<file path="src/adcp_pkg.sv">
// Package of constants for the converter host port controller.
// Assumes a 20 MHz system clock; all times but EOC_MAX_NS become cycle counts here.
package adcp_pkg;
  localparam int CLK_MHZ = 20;
  localparam int CLK_PERIOD_NS = 50;
  localparam int DATA_W = 8;
  localparam int CHAN_W = 3;
  // Longest end-of-conversion pulse the device produces
  localparam int EOC_MAX_NS = 110;
  // Converter gets back to work no later than this after the convert strobe falls
  localparam int CONV_SAMPLE_NS = 530;
  localparam int CONV_SAMPLE_CYC = CONV_SAMPLE_NS / CLK_PERIOD_NS;
  // Low time of the convert strobe when no power-down is wanted
  localparam int CONV_LOW_NS = 50;
  localparam int CONV_LOW_CYC = (CONV_LOW_NS + CLK_PERIOD_NS - 1) / CLK_PERIOD_NS;
  // Track-and-hold settle after a read before the next convert strobe
  localparam int ACQ_NS = 30;
  localparam int ACQ_CYC = (ACQ_NS + CLK_PERIOD_NS - 1) / CLK_PERIOD_NS;
  // Read strobe low time
  localparam int READ_LOW_NS = 100;
  localparam int READ_LOW_CYC = (READ_LOW_NS + CLK_PERIOD_NS - 1) / CLK_PERIOD_NS;
  // Power-up wait after a wake edge, on-chip reference case
  localparam int PWRUP_NS = 25000;
  localparam int PWRUP_CYC = PWRUP_NS / CLK_PERIOD_NS;
  localparam int CNT_W = 10;
endpackage

</file>
<file path="src/adcp_host.sv">
// Host controller driving the eight-channel converter through its parallel pins.
// Assumes all device pins are synchronous to clock_in and the data pins are driven
// by the device at all times, carrying the result only while chip select and read strobe are both low.
// Contract
// The device pulls end-of-conversion low when a new result sits in its output register.
// That low pulse lasts at most 110 ns unless ended earlier.
// A rising read strobe ends the end-of-conversion pulse early.
// The result is read while chip select and read strobe are both low.
// The host may hold chip select low and use the read strobe alone.
// A logic host may feed the end-of-conversion pulse onto chip select and read strobe.
// The host may treat the falling end-of-conversion edge as a data-ready event.
// The device latches the channel address on the falling read strobe.
// Chip select is derived without using the channel address lines.
// A falling convert strobe puts the track-and-hold into hold and starts a conversion.
// The channel latched at a read selects input n+1 for the next conversion; here latched channel n is the input converted and reported.
// The convert strobe level at the end-of-conversion rise picks power-down or not.
// A rising convert strobe wakes the converter; reads work while powered down.
// The device floats its data pins when chip select or read strobe is high; adcp_dev drives the inverted result there instead.
`timescale 1ns/100ps
`default_nettype none
module adcp_host (
  input wire logic clock_in,
  input wire logic rst_in,
  input wire logic start_in,
  input wire logic [2:0] channel_in,
  input wire logic power_save_in,
  input wire logic cs_hold_in,
  input wire logic eoc_n_in,
  input wire logic [7:0] data_in,
  output logic convert_start_n_out,
  output logic cs_n_out,
  output logic rd_n_out,
  output logic channel_sel_bit2_out,
  output logic channel_sel_bit1_out,
  output logic channel_sel_bit0_out,
  output logic busy_out,
  output logic [7:0] result_out,
  output logic [2:0] result_chan_out,
  output logic result_valid_out
);
  typedef enum logic [6:0] {
    S_IDLE = 7'h01,
    S_WAKE = 7'h02,
    S_CONV = 7'h04,
    S_WAIT = 7'h08,
    S_READ = 7'h10,
    S_DONE = 7'h20,
    S_ACQ = 7'h40
  } adcp_state_t;

  typedef struct packed {
    adcp_state_t state;
    logic [adcp_pkg::CNT_W-1:0] cnt;
    logic conv_n;
    logic cs_n;
    logic rd_n;
    logic [adcp_pkg::CHAN_W-1:0] chan;
    logic [adcp_pkg::CHAN_W-1:0] conv_chan;
    logic [adcp_pkg::CHAN_W-1:0] next_chan;
    logic save;
    logic powered;
    logic busy;
    logic [adcp_pkg::DATA_W-1:0] result;
    logic [adcp_pkg::CHAN_W-1:0] result_chan;
    logic valid;
  } adcp_host_st_t;

  adcp_host_st_t st, next_st;
  logic eoc_fall;

  // Data-ready is the falling edge of end-of-conversion
  adcp_edge u_eoc_edge (
    .clock_in(clock_in),
    .rst_in(rst_in),
    .level_in(eoc_n_in),
    .fall_out(eoc_fall)
  );

  always_comb begin
    next_st = st;
    next_st.valid = 1'b0;
    // Chip select never depends on the channel lines
    next_st.cs_n = cs_hold_in ? 1'b0 : st.rd_n;
    if (st.cnt != '0) begin
      next_st.cnt = st.cnt - 1'b1;
    end
    unique case (st.state)
      S_IDLE: begin
        next_st.busy = 1'b0;
        if (start_in) begin
          next_st.busy = 1'b1;
          next_st.next_chan = channel_in;
          next_st.save = power_save_in;
          if (st.powered) begin
            next_st.conv_n = 1'b0;
            next_st.cnt = adcp_pkg::CNT_W'(adcp_pkg::CONV_SAMPLE_CYC);
            next_st.state = S_CONV;
          end else begin
            // Wake edge; on-chip reference needs the full power-up wait
            next_st.conv_n = 1'b1;
            next_st.cnt = adcp_pkg::CNT_W'(adcp_pkg::PWRUP_CYC);
            next_st.state = S_WAKE;
          end
        end
      end
      S_WAKE: begin
        next_st.conv_n = 1'b1;
        if (st.cnt == '0) begin
          next_st.powered = 1'b1;
          next_st.conv_n = 1'b0;
          next_st.cnt = adcp_pkg::CNT_W'(adcp_pkg::CONV_SAMPLE_CYC);
          next_st.state = S_CONV;
        end
      end
      S_CONV: begin
        next_st.conv_chan = st.chan;
        // Released early unless power-down is wanted at the end sample
        if (!st.save && st.cnt <= adcp_pkg::CNT_W'(adcp_pkg::CONV_SAMPLE_CYC
            - adcp_pkg::CONV_LOW_CYC)) begin
          next_st.conv_n = 1'b1;
        end
        next_st.state = S_WAIT;
      end
      S_WAIT: begin
        if (!st.save && st.cnt <= adcp_pkg::CNT_W'(adcp_pkg::CONV_SAMPLE_CYC
            - adcp_pkg::CONV_LOW_CYC)) begin
          next_st.conv_n = 1'b1;
        end
        if (eoc_fall) begin
          // Read strobe falls now, presenting the next channel
          next_st.rd_n = 1'b0;
          next_st.chan = st.next_chan;
          next_st.cnt = adcp_pkg::CNT_W'(adcp_pkg::READ_LOW_CYC);
          next_st.state = S_READ;
        end
      end
      S_READ: begin
        if (st.cnt == '0 && !st.cs_n) begin
          // Sample data before raising the strobe; end-of-conversion has already risen by then
          next_st.result = data_in;
          next_st.result_chan = st.conv_chan;
          next_st.rd_n = 1'b1;
          next_st.state = S_DONE;
        end
      end
      S_DONE: begin
        // Wait out the end-of-conversion rise before deciding power state
        if (st.cnt == '0 && eoc_n_in) begin
          next_st.valid = 1'b1;
          if (st.save) begin
            next_st.powered = 1'b0;
          end
          next_st.cnt = adcp_pkg::CNT_W'(adcp_pkg::ACQ_CYC);
          next_st.state = S_ACQ;
        end
      end
      S_ACQ: begin
        // With power-save set, the converter sleeps with the strobe low until the next wake edge
        if (st.cnt == '0) begin
          next_st.busy = 1'b0;
          next_st.state = S_IDLE;
        end
      end
    endcase
  end

  always_ff @(posedge clock_in or posedge rst_in) begin
    if (rst_in) begin
      // Convert strobe held high so the first start is a clean wake
      st <= '{state: S_IDLE, cnt: '0, conv_n: 1'b1, cs_n: 1'b1, rd_n: 1'b1,
              chan: '0, conv_chan: '0, next_chan: '0, save: 1'b0, powered: 1'b0,
              busy: 1'b0, result: '0, result_chan: '0, valid: 1'b0};
    end else begin
      st <= next_st;
    end
  end

  assign convert_start_n_out = st.conv_n;
  assign cs_n_out = st.cs_n;
  assign rd_n_out = st.rd_n;
  assign channel_sel_bit2_out = st.chan[2];
  assign channel_sel_bit1_out = st.chan[1];
  assign channel_sel_bit0_out = st.chan[0];
  assign busy_out = st.busy;
  assign result_out = st.result;
  assign result_chan_out = st.result_chan;
  assign result_valid_out = st.valid;
endmodule // adcp_host
`default_nettype wire

</file>
<file path="src/adcp_edge.sv">
// Falling edge detector for the end-of-conversion pin.
// Assumes the pin is already synchronous to clock_in.
`timescale 1ns/100ps
`default_nettype none
module adcp_edge (
  input wire logic clock_in,
  input wire logic rst_in,
  input wire logic level_in,
  output logic fall_out
);
  typedef struct packed {
    logic prev;
    logic fall;
  } adcp_edge_st_t;
  adcp_edge_st_t st, next_st;
  always_comb begin
    next_st = st;
    next_st.prev = level_in;
    next_st.fall = st.prev & ~level_in;
  end
  always_ff @(posedge clock_in or posedge rst_in) begin
    if (rst_in) begin
      st <= '{prev: 1'b1, fall: 1'b0};
    end else begin
      st <= next_st;
    end
  end
  assign fall_out = st.fall;
endmodule // adcp_edge
`default_nettype wire

</file>
<file path="config.mk">
export PLATFORM = sky130hd
export DESIGN_NAME = adcp_host
export DESIGN_NICKNAME = d
export VERILOG_FILES = /design/src/adcp_pkg.sv /design/src/adcp_host.sv /design/src/adcp_edge.sv
export SDC_FILE = /design/constraint.sdc
export NUM_CORES = 1
export LEC_CHECK = 0
export ABC_AREA = 1
export BUFFER_PORTS_ARGS = -buffer_cell sky130_fd_sc_hd__buf_4
export CORE_MARGIN = 2
export CORE_UTILIZATION = 57
export DETAILED_ROUTE_END_ITERATION = 12
export HOLD_SLACK_MARGIN = 0.02
export MAX_ROUTING_LAYER = met4
export PLACE_DENSITY = 0.83
export SLEW_MARGIN = 20
export SYNTH_ARGS = -nofsm -noshare
export SYNTH_HDL_FRONTEND = slang
export SYNTH_SLANG_ARGS = --single-unit
</file>
<file path="constraint.sdc">
create_clock -name clock_in -period 1.85 [get_ports clock_in]
set_input_delay 0.2775 -clock clock_in [delete_from_list [all_inputs] [get_ports clock_in]]
set_output_delay 0.2775 -clock clock_in [all_outputs]
set_load 0.005 [all_outputs]
</file>
# Word level (Yosys, flattened, before mapping)
# Index checks and enable logic that the tools add are counted.
# totals
reg_bits,46
latchBits,0
ramBits,0
mem_bits_ro,0
output_inout_bits,19
word_cells,80
n_memories,0
# op_classes
n_addsub,1
mul,0
div,0
magnitude_cmp,1
eq_ne,15
n_shift,0
mux,25
bitwise,2
n_reduce_logical,20
# op_table
op,count
$pmux W7 S7,1
$pmux W10 S4,1
$mux W18,2
$mux W17,2
$mux W14,1
$mux W7,2
$ne A2 B2 Y1 const B,6
$le A10 B4 Y1 const B,1
$logic_not A10 Y1,1
$mux W1,10
$mux W10,1
$reduce_bool A10 Y1,1
$sub A10 B1 Y10 const B,1
$reduce_and A2 Y1,4
$eq A7 B1 Y1 const B,1
$eq A7 B2 Y1 const B,1
$eq A7 B3 Y1 const B,1
$eq A7 B4 Y1 const B,1
$eq A7 B5 Y1 const B,1
$eq A7 B6 Y1 const B,1
$eq A7 B7 Y1 const B,1
$pmux W1 S2,3
$reduce_and A3 Y1,2
$reduce_and A6 Y1,1
other kinds (11),17

# Depth between registers and ports, before layout
# logic_depth
word_depth,4
mapped_depth,10

# Cells and area by module
# Synthesis repeated with hierarchy kept, for this count alone.
# hier_totals
hier_cells,329
area_unflattened_um2,2625.0
# modules_own_cells
mod,n_inst,cells_per_inst,area_per_inst_um2,seq_area_each_um2
adcp_host,1,324,2560.0,1106.1
adcp_edge,1,5,65.1,51.3

# Worst setup path before layout
# No wires, ideal clock.
# synth_path
kind,flip-flop to flip-flop
start,register st[27] (netlist name)
end,register st[31] (netlist name)
setup_time_ns,0.119
arrival_time_ns,1.352
path_slack_ns,0.379
path_stages_with_launch,10
n_path_buf,0
synth_period_minus_slack_ns,1.471
path_cell_list,dfrtp_1 -> inv_1 -> ha_1 -> nand3_2 -> nor2_8 -> nand2_4 -> nand2_4 -> nand3_2 -> nor2_4 -> nor2_1
# synth_rtl
item,line_no,rtl
start: declaration,adcp_host.sv:68,"adcp_host_st_t st, next_st;"
start signal: assignment,adcp_host.sv:170,"st <= '{state: S_IDLE, cnt: '0, conv_n: 1'b1, cs_n: 1'b1, rd_n: 1'b1,"
start signal: assignment,adcp_host.sv:174,st <= next_st;

# Worst setup path in the final report
# layout_path
start,register st[27] (netlist name)
end,"register st, in the netlist result_chan_out[1]"
# layout_via
elab_chain_cells,3
# layout_rtl
item,line_no,rtl
$logic_not A10 Y1,adcp_host.sv:138,if (st.cnt == '0 && !st.cs_n) begin
$logic_and A1 B1 Y1,adcp_host.sv:138,
$reduce_and A2 Y1 (no line),n/a,
# Every way passes these cells.
# A chain may end at the register's enable or synchronous reset.

==> run metrics <==
Combinational Power Share 0.457; Peak Freq 575 MHz; Final Hold Viols 0; DRC errors left 0; Netlist cell types 26; Synth Warn # 0; Sw Ratio 0.431; Worst slew margin 0.632; CTS max path bufs 2; Hold Path Class input port to register; first-pass GRT wire length 8960 µm; Hold Crit Endpoint cs_n_out; vias in the first global route 2121; cell depth of the worst hold path 2; family with the most delay on the worst path simple AND/OR/NAND/NOR gates; global route total overflow 0; Post-CTS Hold Buffers 0; DR vias/cell 5.12; post-route ant nets 0; CP max stage delay 0.39 ns; RR Endpoint result_chan_out[1]; postcts setup bufs 0; # diodes 0; synthesized area per cell 7.89 µm²; Routed WL 5160 µm; Layout area overhead 13.0%; Power Internal 2.10 mW; DR pass1 iterations 4; Final Power 3.70 mW; FF+latch count, synth 46; Worst Setup End Kind register; CP Buf/Inv Count 1; Die Span X 71.5 µm; Final period util 0.939; MaxCap Viol Count 0; r2r startpoint st[27]; critical path peak fanout 12; layout cell share with drive strength beyond 1 0.257; most frequent cells in the layout nand2_1 (89), inv_1 (51), dfrtp_1 (41), buf_4 (37), nor2_1 (31); clock root cell clkbuf_8; pwr dens 1260 nW/µm²; clock sinks 46; VDD IR max 0.789 mV; DIE AREA 5110 µm²; placed insts 405; Min Hold Slack 0.0828 ns; crit path time final 1.74 ns; synthesized area 2590 µm²; Post-DP HPWL 3950 µm; Worst-Margin Slew 0.551 ns; Top Ports 36; Worst Hold Launch cs_hold_in; Crit path required time 2.08 ns; Finished Layout Cells 414; fin nets 382; H-tree depth 2; Core Box Area 4380 µm²; P_leak 1.55 nW; initial antenna violation count 0; outcome complete, no violations; flop-to-flop setup slack 0.11 ns; Rows 24; final setup fails 0; Post-Route Setup TNS 0 ns; starting density of the core 0.592; Syn Inst Count 329; CP max stage cell dfrtp_1; GR Util All Layers 0.229; clock skew 0.00508 ns; Vias 2120; Port Buffers 35; Critical Path AT 1.96 ns; Worst-Skew Late Latency 0.30 ns; CTS buffer count 5; Setup Crit Path Kind register to register; RSZ-0062 raised after global routing false; wire per inst 12.5 µm; Slew Limit Fails 0; R2R cell count 6; Synthesized Nets 350; crit path launch type register; Worst path most repeated cell nand3_2; Reg power frac 0.378; cell chain of the critical path inv_1, ha_1, nand3_2, nor2_8, nand3_2, o21ai_2; GP Congestion 0.914; CTS tree done; post-cts sizing count 0; clock power share 0.165; die height 71.5 µm; most common cell after layout, fill and taps aside nand2_1; Net Sw Power 1.59 mW; final core occ 0.669; register area share after synthesis 0.446; clock-pin transition on the worst setup and hold timing paths 0.09 ns; largest net degree at the start of global routing 47; initial DRC count 163
## layer usage
layer / routed length (µm) / up-vias / track usage / part of all wire
li1: - / 1073 / - / -
met1: 2250 / 994 / 0.273 / 0.44
met2: 2620 / 47 / 0.393 / 0.51
met3: 245 / 6 / 0.0506 / 0.047
met5: 0 / - / - / 0
met4: 44 / 0 / 0.0629 / 0.0085
## worst reg2reg max path, cell delays in order, from the launching register on
cell	delay, ns
dfrtp_1	0.39
inv_1	0.14
ha_1	0.21
nand3_2	0.13
nor2_8	0.22
nand3_2	0.35
o21ai_2	0.23
## cell usage after synthesis
master | count | area, µm²
nand2_1 | 89 | 334
inv_1 | 52 | 195
dfrtp_1 | 41 | 1030
nor2_1 | 31 | 116
o21ai_0 | 20 | 100
nand3_1 | 16 | 80.1
o21ai_2 | 12 | 105
buf_4 | 11 | 82.6
nor2_2 | 11 | 68.8
nand4_1 | 7 | 43.8
dfstp_2 | 5 | 131
nand2_2 | 5 | 31.3
nor2_4 | 5 | 56.3
a21oi_1 | 4 | 20.0
ha_1 | 4 | 50.1
nand3_2 | 3 | 30.0
buf_6 | 2 | 22.5
inv_2 | 2 | 7.51
nand2_4 | 2 | 22.5
nand3_4 | 1 | 17.5
nand3b_1 | 1 | 7.51
nor2_8 | 1 | 20.0
nor3_1 | 1 | 5.00
o21ai_1 | 1 | 5.00
o21bai_1 | 1 | 7.51
xor2_1 | 1 | 8.76
## power groups by stage
| stage | clock [mW] | sequential [mW] | combinational, mW |
|---|---|---|---|
| 2_1_floorplan | 0 | 1.38 | 1.27 |
| 3_3_place_gp | 0 | 1.41 | 1.64 |
| 3_5_place_dp | 0 | 1.42 | 1.68 |
| 4_1_cts | 0.623 | 1.40 | 1.69 |
| 5_1_grt | 0.663 | 1.43 | 1.94 |
| 6_report | 0.609 | 1.40 | 1.69 |
## final cells by class
type / instances / area [µm²]
Fill cell: 381 / 1450
Sequential cell: 46 / 1160
Multi-Input combinational cell: 217 / 1140
Timing Repair Buffer: 37 / 278
Inverter: 54 / 203
Clock buffer: 5 / 68.8
Tap cell: 52 / 65.1
Clock inverter: 3 / 21.3
## kinds of logic (layout without fill, tap and decap cells)
family	count (synthesis)	after routing	share of synthesized area
xor+xnor	1	1	0.00338
simple gates	173	174	0.321
flops	46	46	0.446
fa+ha+maj	4	4	0.0193
compound gates	38	38	0.0916
buf+inv	67	99	0.119
## how the worst max path moves through the flow
stage,slack [ns],depth (start not counted),to,from
detailed placement,0.16,7,result_out[5],st[27]
floorplan,0.38,9,st[31],st[27]
global route,0.004,6,result_out[3],st[27]
finish,0.11,6,result_chan_out[1],st[27]
CTS,0.14,7,result_out[5],st[27]
global placement,0.22,7,result_out[2],st[27]
## stage by stage
step	setup slack, ns	area (µm²)
after floorplan	0.379	2590
after global placement	0.221	2830
after detailed placement	0.155	2830
after CTS	0.145	2920
after global routing	0.00399	2930
final	0.112	2930
## sequential cells by signal (all words and copies together) (netlist names)
name,flops
channel_sel_bit2_out,1
st,25
u_eoc_edge.fall_out,1
result_chan_out,3
u_eoc_edge.st,1
channel_sel_bit1_out,1
result_valid_out,1
convert_start_n_out,1
channel_sel_bit0_out,1
rd_n_out,1
cs_n_out,1
result_out,8
busy_out,1
Power figures use the tool's default switching activity.
